**src/wwd_cfg.svh**
```systemverilog
`ifndef WWD_CFG_SVH
`define WWD_CFG_SVH
`define WWD_OFS_CTL0     14'h1100
`define WWD_OFS_CTL1     14'h1104
`define WWD_OFS_RESTART  14'h1108
`define WWD_OFS_STATUS   14'h110C
`define WWD_KEY_CTL0     8'hC9
`define WWD_KEY_CTL1     8'hBE
`define WWD_RESTART_CODE 32'h000000A7
`define WWD_CTL0_RESET   24'h000043
`define WWD_CTL1_RESET   24'h000000
`define WWD_KEY_HI       31
`define WWD_KEY_LO       24
`define WWD_DIV_HI       2
`define WWD_DIV_LO       0
`define WWD_PER_HI       6
`define WWD_PER_LO       4
`define WWD_WIN_A_HI     10
`define WWD_WIN_A_LO     8
`define WWD_WIN_B_HI     14
`define WWD_WIN_B_LO     12
`define WWD_MODE_BIT     16
`define WWD_CLOSED_WINDOW_SELECT_BIT   0
`endif

```
**src/wwd_pkg.sv**
```systemverilog
package wwd_pkg;
    typedef enum logic [0:0]
    {
        WWD_MODE_WINDOW   = 1'b0,
        WWD_MODE_INTERVAL = 1'b1
    } wwd_mode_t;
endpackage

```
**src/wwd_top.sv**
```systemverilog
`timescale 1ns/1ps
`default_nettype none
`include "wwd_cfg.svh"
module wwd_top
(
    // Clock and reset
    input  wire logic        clk_sys_in,
    input  wire logic        sys_rst_in,
    // Register port
    input  wire logic [13:0] reg_addr_in,
    input  wire logic [31:0] reg_wdata_in,
    input  wire logic        reg_wr_in,
    input  wire logic        reg_rd_in,
    output logic      [31:0] reg_rdata_out,
    // Watchdog outputs
    output logic             wd_error_out,
    output logic             wd_irq_out,
    output logic             wd_running_out
);
    logic [23:0] ctl0_q;
    logic [23:0] ctl1_q;
    logic        enabled_q;
    logic [24:0] count_q;
    logic [2:0]  div_cnt_q;
    logic [31:0] rdata_q;
    logic        err_q;
    logic        irq_q;

    logic        wr_ctl0;
    logic        wr_ctl1;
    logic        wr_rst;
    logic        key0_ok;
    logic        key1_ok;
    logic        restart_ok;
    logic        tick;
    logic [24:0] total_m1;
    logic [24:0] closed_end;
    logic [2:0]  win_code;
    logic        in_closed;
    logic        timeout;
    wwd_pkg::wwd_mode_t mode;

    assign wr_ctl0    = reg_wr_in && (reg_addr_in == `WWD_OFS_CTL0);
    assign wr_ctl1    = reg_wr_in && (reg_addr_in == `WWD_OFS_CTL1);
    assign wr_rst     = reg_wr_in && (reg_addr_in == `WWD_OFS_RESTART);
    assign key0_ok    = reg_wdata_in[`WWD_KEY_HI:`WWD_KEY_LO] == `WWD_KEY_CTL0;
    assign key1_ok    = reg_wdata_in[`WWD_KEY_HI:`WWD_KEY_LO] == `WWD_KEY_CTL1;
    assign restart_ok = reg_wdata_in == `WWD_RESTART_CODE;
    assign mode       = wwd_pkg::wwd_mode_t'(ctl0_q[`WWD_MODE_BIT]);

    // First control register: one keyed write enables, then locks
    always_ff @(posedge clk_sys_in)
    begin
        if (sys_rst_in)
        begin
            ctl0_q    <= `WWD_CTL0_RESET;
            enabled_q <= 1'b0;
        end
        else if (wr_ctl0 && key0_ok && !enabled_q)
        begin
            ctl0_q    <= reg_wdata_in[23:0];
            enabled_q <= 1'b1;
        end
    end

    // Second control register
    always_ff @(posedge clk_sys_in)
    begin
        if (sys_rst_in)
            ctl1_q <= `WWD_CTL1_RESET;
        else if (wr_ctl1 && key1_ok)
            ctl1_q <= reg_wdata_in[23:0];
    end

    // Closed-window selection
    assign win_code = ctl1_q[`WWD_CLOSED_WINDOW_SELECT_BIT] ? ctl0_q[`WWD_WIN_B_HI:`WWD_WIN_B_LO]
                                              : ctl0_q[`WWD_WIN_A_HI:`WWD_WIN_A_LO];

    // Total count minus one
    always_comb
    begin
        unique case (ctl0_q[`WWD_PER_HI:`WWD_PER_LO])
            3'h0: total_m1 = 25'h1FFFFFF;
            3'h1: total_m1 = 25'h01FFFFF;
            3'h2: total_m1 = 25'h003FFFF;
            3'h3: total_m1 = 25'h0007FFF;
            3'h4: total_m1 = 25'h0000FFF;
            3'h5: total_m1 = 25'h00003FF;
            3'h6: total_m1 = 25'h00000FF;
            3'h7: total_m1 = 25'h000003F;
        endcase
    end

    // Closed-window end as a fraction of the total, in sixteenths
    always_comb
    begin
        unique case (win_code)
            3'h0: closed_end = 25'h0;
            3'h1: closed_end = (total_m1 >> 3) + 25'h1;
            3'h2: closed_end = (total_m1 >> 3) + (total_m1 >> 4) + 25'h1;
            3'h3: closed_end = (total_m1 >> 2) + 25'h1;
            3'h4: closed_end = (total_m1 >> 1) + 25'h1;
            3'h5: closed_end = (total_m1 >> 1) + (total_m1 >> 2) + 25'h1;
            3'h6: closed_end = (total_m1 >> 1) + (total_m1 >> 2) + (total_m1 >> 4) + 25'h1;
            3'h7: closed_end = (total_m1 >> 1) + (total_m1 >> 2) + (total_m1 >> 3) + 25'h1;
        endcase
    end

    assign in_closed = count_q < closed_end;
    assign tick      = enabled_q && (div_cnt_q == ctl0_q[`WWD_DIV_HI:`WWD_DIV_LO]);
    assign timeout   = tick && (count_q == total_m1);

    // Clock divider
    always_ff @(posedge clk_sys_in)
    begin
        if (sys_rst_in || !enabled_q || tick)
            div_cnt_q <= 3'h0;
        else
            div_cnt_q <= div_cnt_q + 3'h1;
    end

    // Watchdog counter
    always_ff @(posedge clk_sys_in)
    begin
        if (sys_rst_in || !enabled_q)
            count_q <= 25'h0;
        else if ((wr_rst && restart_ok) || timeout)
            count_q <= 25'h0;
        else if (tick)
            count_q <= count_q + 25'h1;
    end

    // Error signal to the error monitor, one-cycle pulse
    always_ff @(posedge clk_sys_in)
    begin
        if (sys_rst_in)
            err_q <= 1'b0;
        else
            err_q <= (wr_ctl0 && (!key0_ok || enabled_q))
                   || (wr_ctl1 && !key1_ok)
                   || (wr_rst && !restart_ok)
                   || (wr_rst && restart_ok && in_closed && enabled_q
                       && mode == wwd_pkg::WWD_MODE_WINDOW)
                   || (timeout && mode == wwd_pkg::WWD_MODE_WINDOW);
    end

    // Interval-mode interrupt pulse
    always_ff @(posedge clk_sys_in)
    begin
        if (sys_rst_in)
            irq_q <= 1'b0;
        else
            irq_q <= timeout && mode == wwd_pkg::WWD_MODE_INTERVAL;
    end

    // Read data, one cycle after the strobe
    always_ff @(posedge clk_sys_in)
    begin
        if (sys_rst_in)
            rdata_q <= 32'h0;
        else if (reg_rd_in)
        begin
            unique case (reg_addr_in)
                `WWD_OFS_CTL0:   rdata_q <= {8'h00, ctl0_q};
                `WWD_OFS_CTL1:   rdata_q <= {8'h00, ctl1_q};
                `WWD_OFS_STATUS: rdata_q <= {31'h0, enabled_q};
                default:         rdata_q <= 32'h0;
            endcase
        end
        else
            rdata_q <= 32'h0;
    end

    assign reg_rdata_out  = rdata_q;
    assign wd_error_out   = err_q;
    assign wd_irq_out     = irq_q;
    assign wd_running_out = enabled_q;
endmodule // wwd_top
`default_nettype wire

```
**config.mk**
```make
export PLATFORM = sky130hd
export DESIGN_NAME = wwd_top
export DESIGN_NICKNAME = d
export VERILOG_FILES = /design/src/wwd_pkg.sv /design/src/wwd_top.sv
export VERILOG_INCLUDE_DIRS = /design/src
export SDC_FILE = /design/constraint.sdc
export NUM_CORES = 1
export LEC_CHECK = 0
export ABC_AREA = 1
export BUFFER_PORTS_ARGS = -buffer_cell sky130_fd_sc_hd__buf_2
export CAP_MARGIN = 40
export CORE_MARGIN = 2
export CORE_UTILIZATION = 25
export DETAILED_ROUTE_END_ITERATION = 12
export SLEW_MARGIN = 40
export SYNTH_ARGS = -nofsm -noshare
export SYNTH_HDL_FRONTEND = slang
export SYNTH_SLANG_ARGS = --single-unit
```
**constraint.sdc**
```tcl
create_clock -name clk_sys_in -period 3.8 [get_ports clk_sys_in]
set_input_delay 0 -clock clk_sys_in [delete_from_list [all_inputs] [get_ports clk_sys_in]]
set_output_delay 0 -clock clk_sys_in [all_outputs]
set_load 0.05 [all_outputs]
```
### Word level (Yosys, flattened, before mapping)

Memory sizes are Yosys's and may differ from the RTL's. A register that Yosys moved wholly into a read port is not among the register bits.
Index checks and enable logic that the tools add are counted.

| storage, ports and cells | value |
|---|---|
| ROM bits | 152 |
| flip-flop bits (word level) | 111 |
| output and inout port bits | 35 |
| memories | 1 |
| logic and storage cells | 78 |
| input bits | 50 |

| operators by class | value |
|---|---|
| eq/ne operators | 16 |
| $add $sub $neg | 13 |
| reduce and logical (&&, ||, !) cells | 32 |
| muxes and demuxes | 5 |
| bitwise operators | 2 |
| $lt $le $gt $ge | 1 |

Memory list:

| name | depth | bits a word | rd ports | clocked after Yosys merged registers in | write ports | line | text |
|---|---|---|---|---|---|---|---|
| (no name shown) | 8 | 19 | 1 | 1 | 0 | wwd_top.sv:82 | `` unique case (ctl0_q[`WWD_PER_HI:`WWD_PER_LO]) `` |

Operators by type and width:

| cell | count |
|---|---|
| $pmux W25 S8 | 1 |
| $add A25 B1 Y25 const B | 4 |
| $pmux W24 S3 | 1 |
| $eq A14 B13 Y1 const B | 4 |
| $add A23 B1 Y24 const B | 2 |
| $eq A32 B8 Y1 const B | 1 |
| $add A24 B1 Y25 const B | 1 |
| $add A24 B23 Y25 | 1 |
| $add A25 B21 Y25 | 1 |
| $add A25 B22 Y25 | 1 |
| $eq A25 B25 Y1 | 1 |
| $lt A25 B25 Y1 | 1 |
| $add A22 B1 Y23 const B | 1 |
| $add A22 B21 Y23 | 1 |
| $logic_and A1 B1 Y1 | 17 |
| $eq A8 B8 Y1 const B | 2 |
| $eq A3 B3 Y1 const B | 4 |
| $mux W3 | 3 |
| $logic_or A1 B1 Y1 | 8 |
| $eq A3 B2 Y1 const B | 2 |
| $logic_not A1 Y1 | 4 |
| $reduce_or A2 Y1 | 2 |
| $add A3 B1 Y3 const B | 1 |
| $eq A3 B1 Y1 const B | 1 |
| 3 further kinds | 4 |

### Logic depth before layout (Yosys ltp)

| depth | value |
|---|---|
| depth after elaboration | 10 |
| mapped depth | 30 |
| depth with buffers taken out | 28 |

### Worst setup path before layout

No wires, ideal clock.

| timing | value |
|---|---|
| kind | register -> register |
| start point | reg, netlist name total_m1[17] |
| end point | reg err_q (netlist: wd_error_out) |
| slack | 0.086 ns |
| path buffers | 2 |
| setup time | 0.133 ns |
| data arrival time | 3.581 ns |
| data required time | 3.667 ns |
| cell stages (with the launch flop) | 27 |
| period minus slack after synthesis | 3.714 ns |
| cells stage by stage | dfxtp_1 buf_2 inv_1 ha_1 buf_2 xor2_1 inv_1 ha_1 inv_1 nor2_1 inv_1 o21ai_0 a31oi_1 nand3_1 nor2_1 nor2_1 nor2_1 ha_1 nand2_1 nor2_1 nand4_1 a21oi_1 nor2_1 nand2_1 nand2_1 nand2_1 a21oi_1 |

| on the way | value |
|---|---|
| word-level cells in the longest chain between the ends | 10 |
| elaborated cells on any way between the ends | 21 |

RTL lines:

| what | line | text |
|---|---|---|
| $add A24 B23 Y25 | wwd_top.sv:103, wwd_top.sv:104, wwd_top.sv:105 |  |
| $add A25 B22 Y25 / $add A25 B21 Y25 (equally long branches) | wwd_top.sv:105, wwd_top.sv:104 |  |
| $add A25 B1 Y25 (on tied branches) | wwd_top.sv:105, wwd_top.sv:104 |  |
| $pmux W25 S8 | wwd_top.sv:97 | `unique case (win_code)` |
| $lt A25 B25 Y1 | wwd_top.sv:109 | `assign in_closed = count_q < closed_end;` |
| $logic_and A1 B1 Y1 (2 in a row) | wwd_top.sv:142 | `\|\| (wr_rst && restart_ok && in_closed && enabled_q` |
| $logic_and A1 B1 Y1 | wwd_top.sv:143 | `&& mode == wwd_pkg::WWD_MODE_WINDOW)` |
| $logic_or A1 B1 Y1 | wwd_top.sv:142 |  |
| $logic_or A1 B1 Y1 * | wwd_top.sv:144 | `\|\| (timeout && mode == wwd_pkg::WWD_MODE_WINDOW);` |
| to (signal assigned) | wwd_top.sv:139 | `err_q <= (wr_ctl0 && (!key0_ok \|\| enabled_q))` |
| to (decl) | wwd_top.sv:26 | `logic err_q;` |

Mark *: on every way between the ends. The rest lies on a longest branch, timed or not.
A chain may end at the register's enable or synchronous reset.

### Worst setup path in the final report

| timing | value |
|---|---|
| start point | reg, netlist name total_m1[9] |
| end point | reg err_q (netlist: wd_error_out) |

| on the way | value |
|---|---|
| word-level cells in the longest chain between the ends | 10 |
| elaborated cells on any way between the ends | 21 |

RTL lines:

| what | line |
|---|---|
| $add A24 B23 Y25 | wwd_top.sv:103, wwd_top.sv:104, wwd_top.sv:105 |
| $add A25 B22 Y25 / $add A25 B21 Y25 (equally long branches) | wwd_top.sv:105, wwd_top.sv:104 |
| $add A25 B1 Y25 (on tied branches) | wwd_top.sv:105, wwd_top.sv:104 |
| $pmux W25 S8 | wwd_top.sv:97 |
| $lt A25 B25 Y1 | wwd_top.sv:109 |
| $logic_and A1 B1 Y1 (2 in a row) | wwd_top.sv:142 |
| $logic_and A1 B1 Y1 | wwd_top.sv:143 |
| $logic_or A1 B1 Y1 | wwd_top.sv:142 |
| $logic_or A1 B1 Y1 * | wwd_top.sv:144 |

Marks and branches as above.

==> out/qor.yml <==
vias_per_cell: 4.76
max_slew_margin: 0.456
synthCells: 1313
async_flop_share: 0
synthFlopType: "dfxtp_1"
p_leak_nw: 4.43
fmax_mhz: 278
drtIter0Drc: 683
insertedDiodeCount: 0
fp.dieW_um: 188
min_period_ns: 3.60
grt_max_degree: 38
ant_nets: 0
synth_area_leader_cell: "dfxtp_1"
gp_congestion: 0.953
postSynthAreaPerCell_um2: 6.43
nFillCells: 3712
drt_first_pass_iters: 5
antenna_found_initial: 0
grt_pass1_vias: 8626
dp.cells: 1859
h-tree-depth: 3
r2r_cells: 24
worstSetupPathType: "reg2reg"
worst-path-max-fanout: 6
root_buffer: "clkbuf_16"
drv_slew: 0
synth_top_area_share: 0.261
synth_top_cells_by_count: "nand2_1 (275), nor2_1 (209), inv_1 (153), dfxtp_1 (110), a21oi_1 (91)"
final_hold_viol_count: 0
post-place-ws_ns: -0.0401
instances_no_fill: 1906
synth_edf_count: 0
cap_viol_max_count: 0
clk_latency_ns: 0.36
r2r_slack_ns: 0.20
crit_path_end_kind: "flop"
min_delay_path_depth: 7
total_power_w: 0.00220
ios: 85
grt-ovfl-total: 0
status: "finished, final reports clean"
drc_errors: 0
synth_most_common_cell: "nand2_1"
numClockSinks: 110
port_buffers: 76
period_share: 0.947
ys_seq_area_frac: 0.261
drt_wl_total_um: 28700
required_ns: 4.08
hold_path_class: "in2reg"
cp-start-kind: "flop"
layout-drive-gt1-share: 0.199
skew_ns: 0.0166
cp.arrival_ns: 3.88
vdd_drop_max_mv: 0.240
path_clk_slew_ns: 0.08
synth-seq-cells: 110
routed-via-count: 9068
wl_per_cell_um: 15.0
core-area_um2: 33400
start_util: 0.253
nNetsFinal: 1569
grt_pass1_wl_um: 45300
cts_buffers: 9
tns_ns: 0
cts_tree: "built"
clock_path_buffers: 2
yosysUniqueCellTypes: 51
row_count: 67
syn2layout_area_growth_pct: 26.4
tightest_slew_ns: 0.816
cellPowerDensity_nw_per_um2: 206
ys_top_cells_by_area: "dfxtp_1 (26%), nand2_1 (12%), ha_1 (9.6%), nor2_1 (9.3%), inv_1 (6.8%)"
setup_slack_ns: 0.203
synth.yosys.warnings: 0
setup_viol: 0
dp_hpwl_um: 21800
dieArea_um2: 35300
grt_usage: 0.158
whs_ns: 0.0620
die_h_um: 188
syn_area_um2: 8440
==> stage by stage <==
step / instance area (µm²) / util
after floorplan: 8470 / -
after global placement: 9590 / 0.287
after detailed placement: 9590 / 0.287
after CTS: 10100 / 0.304
after global routing: 10700 / 0.320
final: 10700 / 0.320
==> state kept, by name, indices dropped and copies added (netlist names) <==
name and cells:
wd_irq_out 1, div_cnt_q 3, wd_error_out 1, count_q 25, reg_rdata_out 24, total_m1 7, ctl0_q 24, wd_running_out 1
ctl1_q 24
==> cells by family (layout without fill, tap and decap cells) <==
family | Yosys count | in the layout | share of synthesized area
AOI/OAI and AO/OA | 240 | 240 | 0.165
xor gates and xnor gates | 40 | 40 | 0.0415
adders and majority gates | 66 | 66 | 0.0987
buffers and inverters | 212 | 350 | 0.107
DFF | 110 | 110 | 0.261
other | 1 | 8 | 0.000444
and+or+nand+nor | 644 | 644 | 0.326
==> layout by cell type (no fill, tap or decap), drive strengths merged, types with 2 or more instances in the layout <==
| cell type | Yosys | final |
|---|---|---|
| a31oi | 4 | 4 |
| o21ai | 72 | 72 |
| a211oi | 35 | 35 |
| nor2 | 217 | 217 |
| o22ai | 14 | 14 |
| nand4 | 20 | 20 |
| nor3b | 5 | 5 |
| inv | 164 | 166 |
| conb | 1 | 8 |
| xnor2 | 10 | 10 |
| nand3 | 71 | 71 |
| clkinv | 2 | 3 |
| nor3 | 37 | 37 |
| o221ai | 3 | 3 |
| dlygate4sd3 | 0 | 24 |
| buf | 32 | 144 |
| xor2 | 30 | 30 |
| a22oi | 3 | 3 |
| o211ai | 9 | 9 |
| or2 | 4 | 4 |
| dfxtp | 110 | 110 |
| o21bai | 2 | 2 |
| clkbuf | 14 | 12 |
| a21oi | 91 | 91 |
| and3 | 3 | 3 |
| nand2 | 285 | 285 |
| ha | 65 | 65 |
==> where the power goes <==
part | switching (W) | internal, W
Combinational | 0.0000610 | 0.0000408
Sequential | 0.000000000718 | 0.00115
Clock | 0.000457 | 0.000493
Total | 0.000518 | 0.00168
==> layer usage <==
layer	vias to the layer above	wire, µm	GRT usage
met1	4175	13200	0.213
met2	268	13300	0.263
met4	0	840	0.0533
met3	55	1330	0.0176
met5	-	0	0
li1	4570	-	-
==> critical path: stages, from the launching register on <==
cell and delay [ns]:
dfxtp_2 0.34, buf_4 0.16, ha_1 0.22, nor2_1 0.13, inv_1 0.11, ha_4 0.31, nand2_1 0.12, inv_2 0.12
nand2_1 0.07, nand3_2 0.11, a21oi_1 0.08, or2_2 0.28, nand3_1 0.08, nand2_1 0.07, a21oi_2 0.20, buf_4 0.15
ha_1 0.21, nand2_1 0.10, o21a_1 0.14, a21oi_1 0.06, nor2_1 0.09, nand2_1 0.09, nand2_1 0.08, nand2_1 0.07
a21oi_2 0.12
==> cell type report <==
cell class | instances | area (µm²) | share of cell area
Multi-Input combinational cell | 998 | 5830 | 0.547
Clock buffer | 12 | 256 | 0.0240
Inverter | 166 | 629 | 0.0590
Sequential cell | 110 | 2210 | 0.208
Tap cell | 448 | 561 | 0.0525
Clock inverter | 4 | 38.8 | 0.00363
Timing Repair Buffer | 168 | 1140 | 0.107
==> worst paths after layout <==
check                                 start          endpoint
worst max-delay path            total_m1[9]      wd_error_out
worst min-delay path              reg_rd_in  reg_rdata_out[0]
worst max register to register  total_m1[9]      wd_error_out
worst min register to register   ctl1_q[11]        ctl1_q[11]
==> timing repair <==
action / CTS / global route
endpoints found under the setup margin: 1 / 1
hold endpoints to repair: 46 / 0
gates resized for setup: 6 / 108
hold buffers: 24 / 0
pin swaps: 1 / 26
setup buffers: 0 / 7
Note: power is estimated with default switching activity, not from simulation.
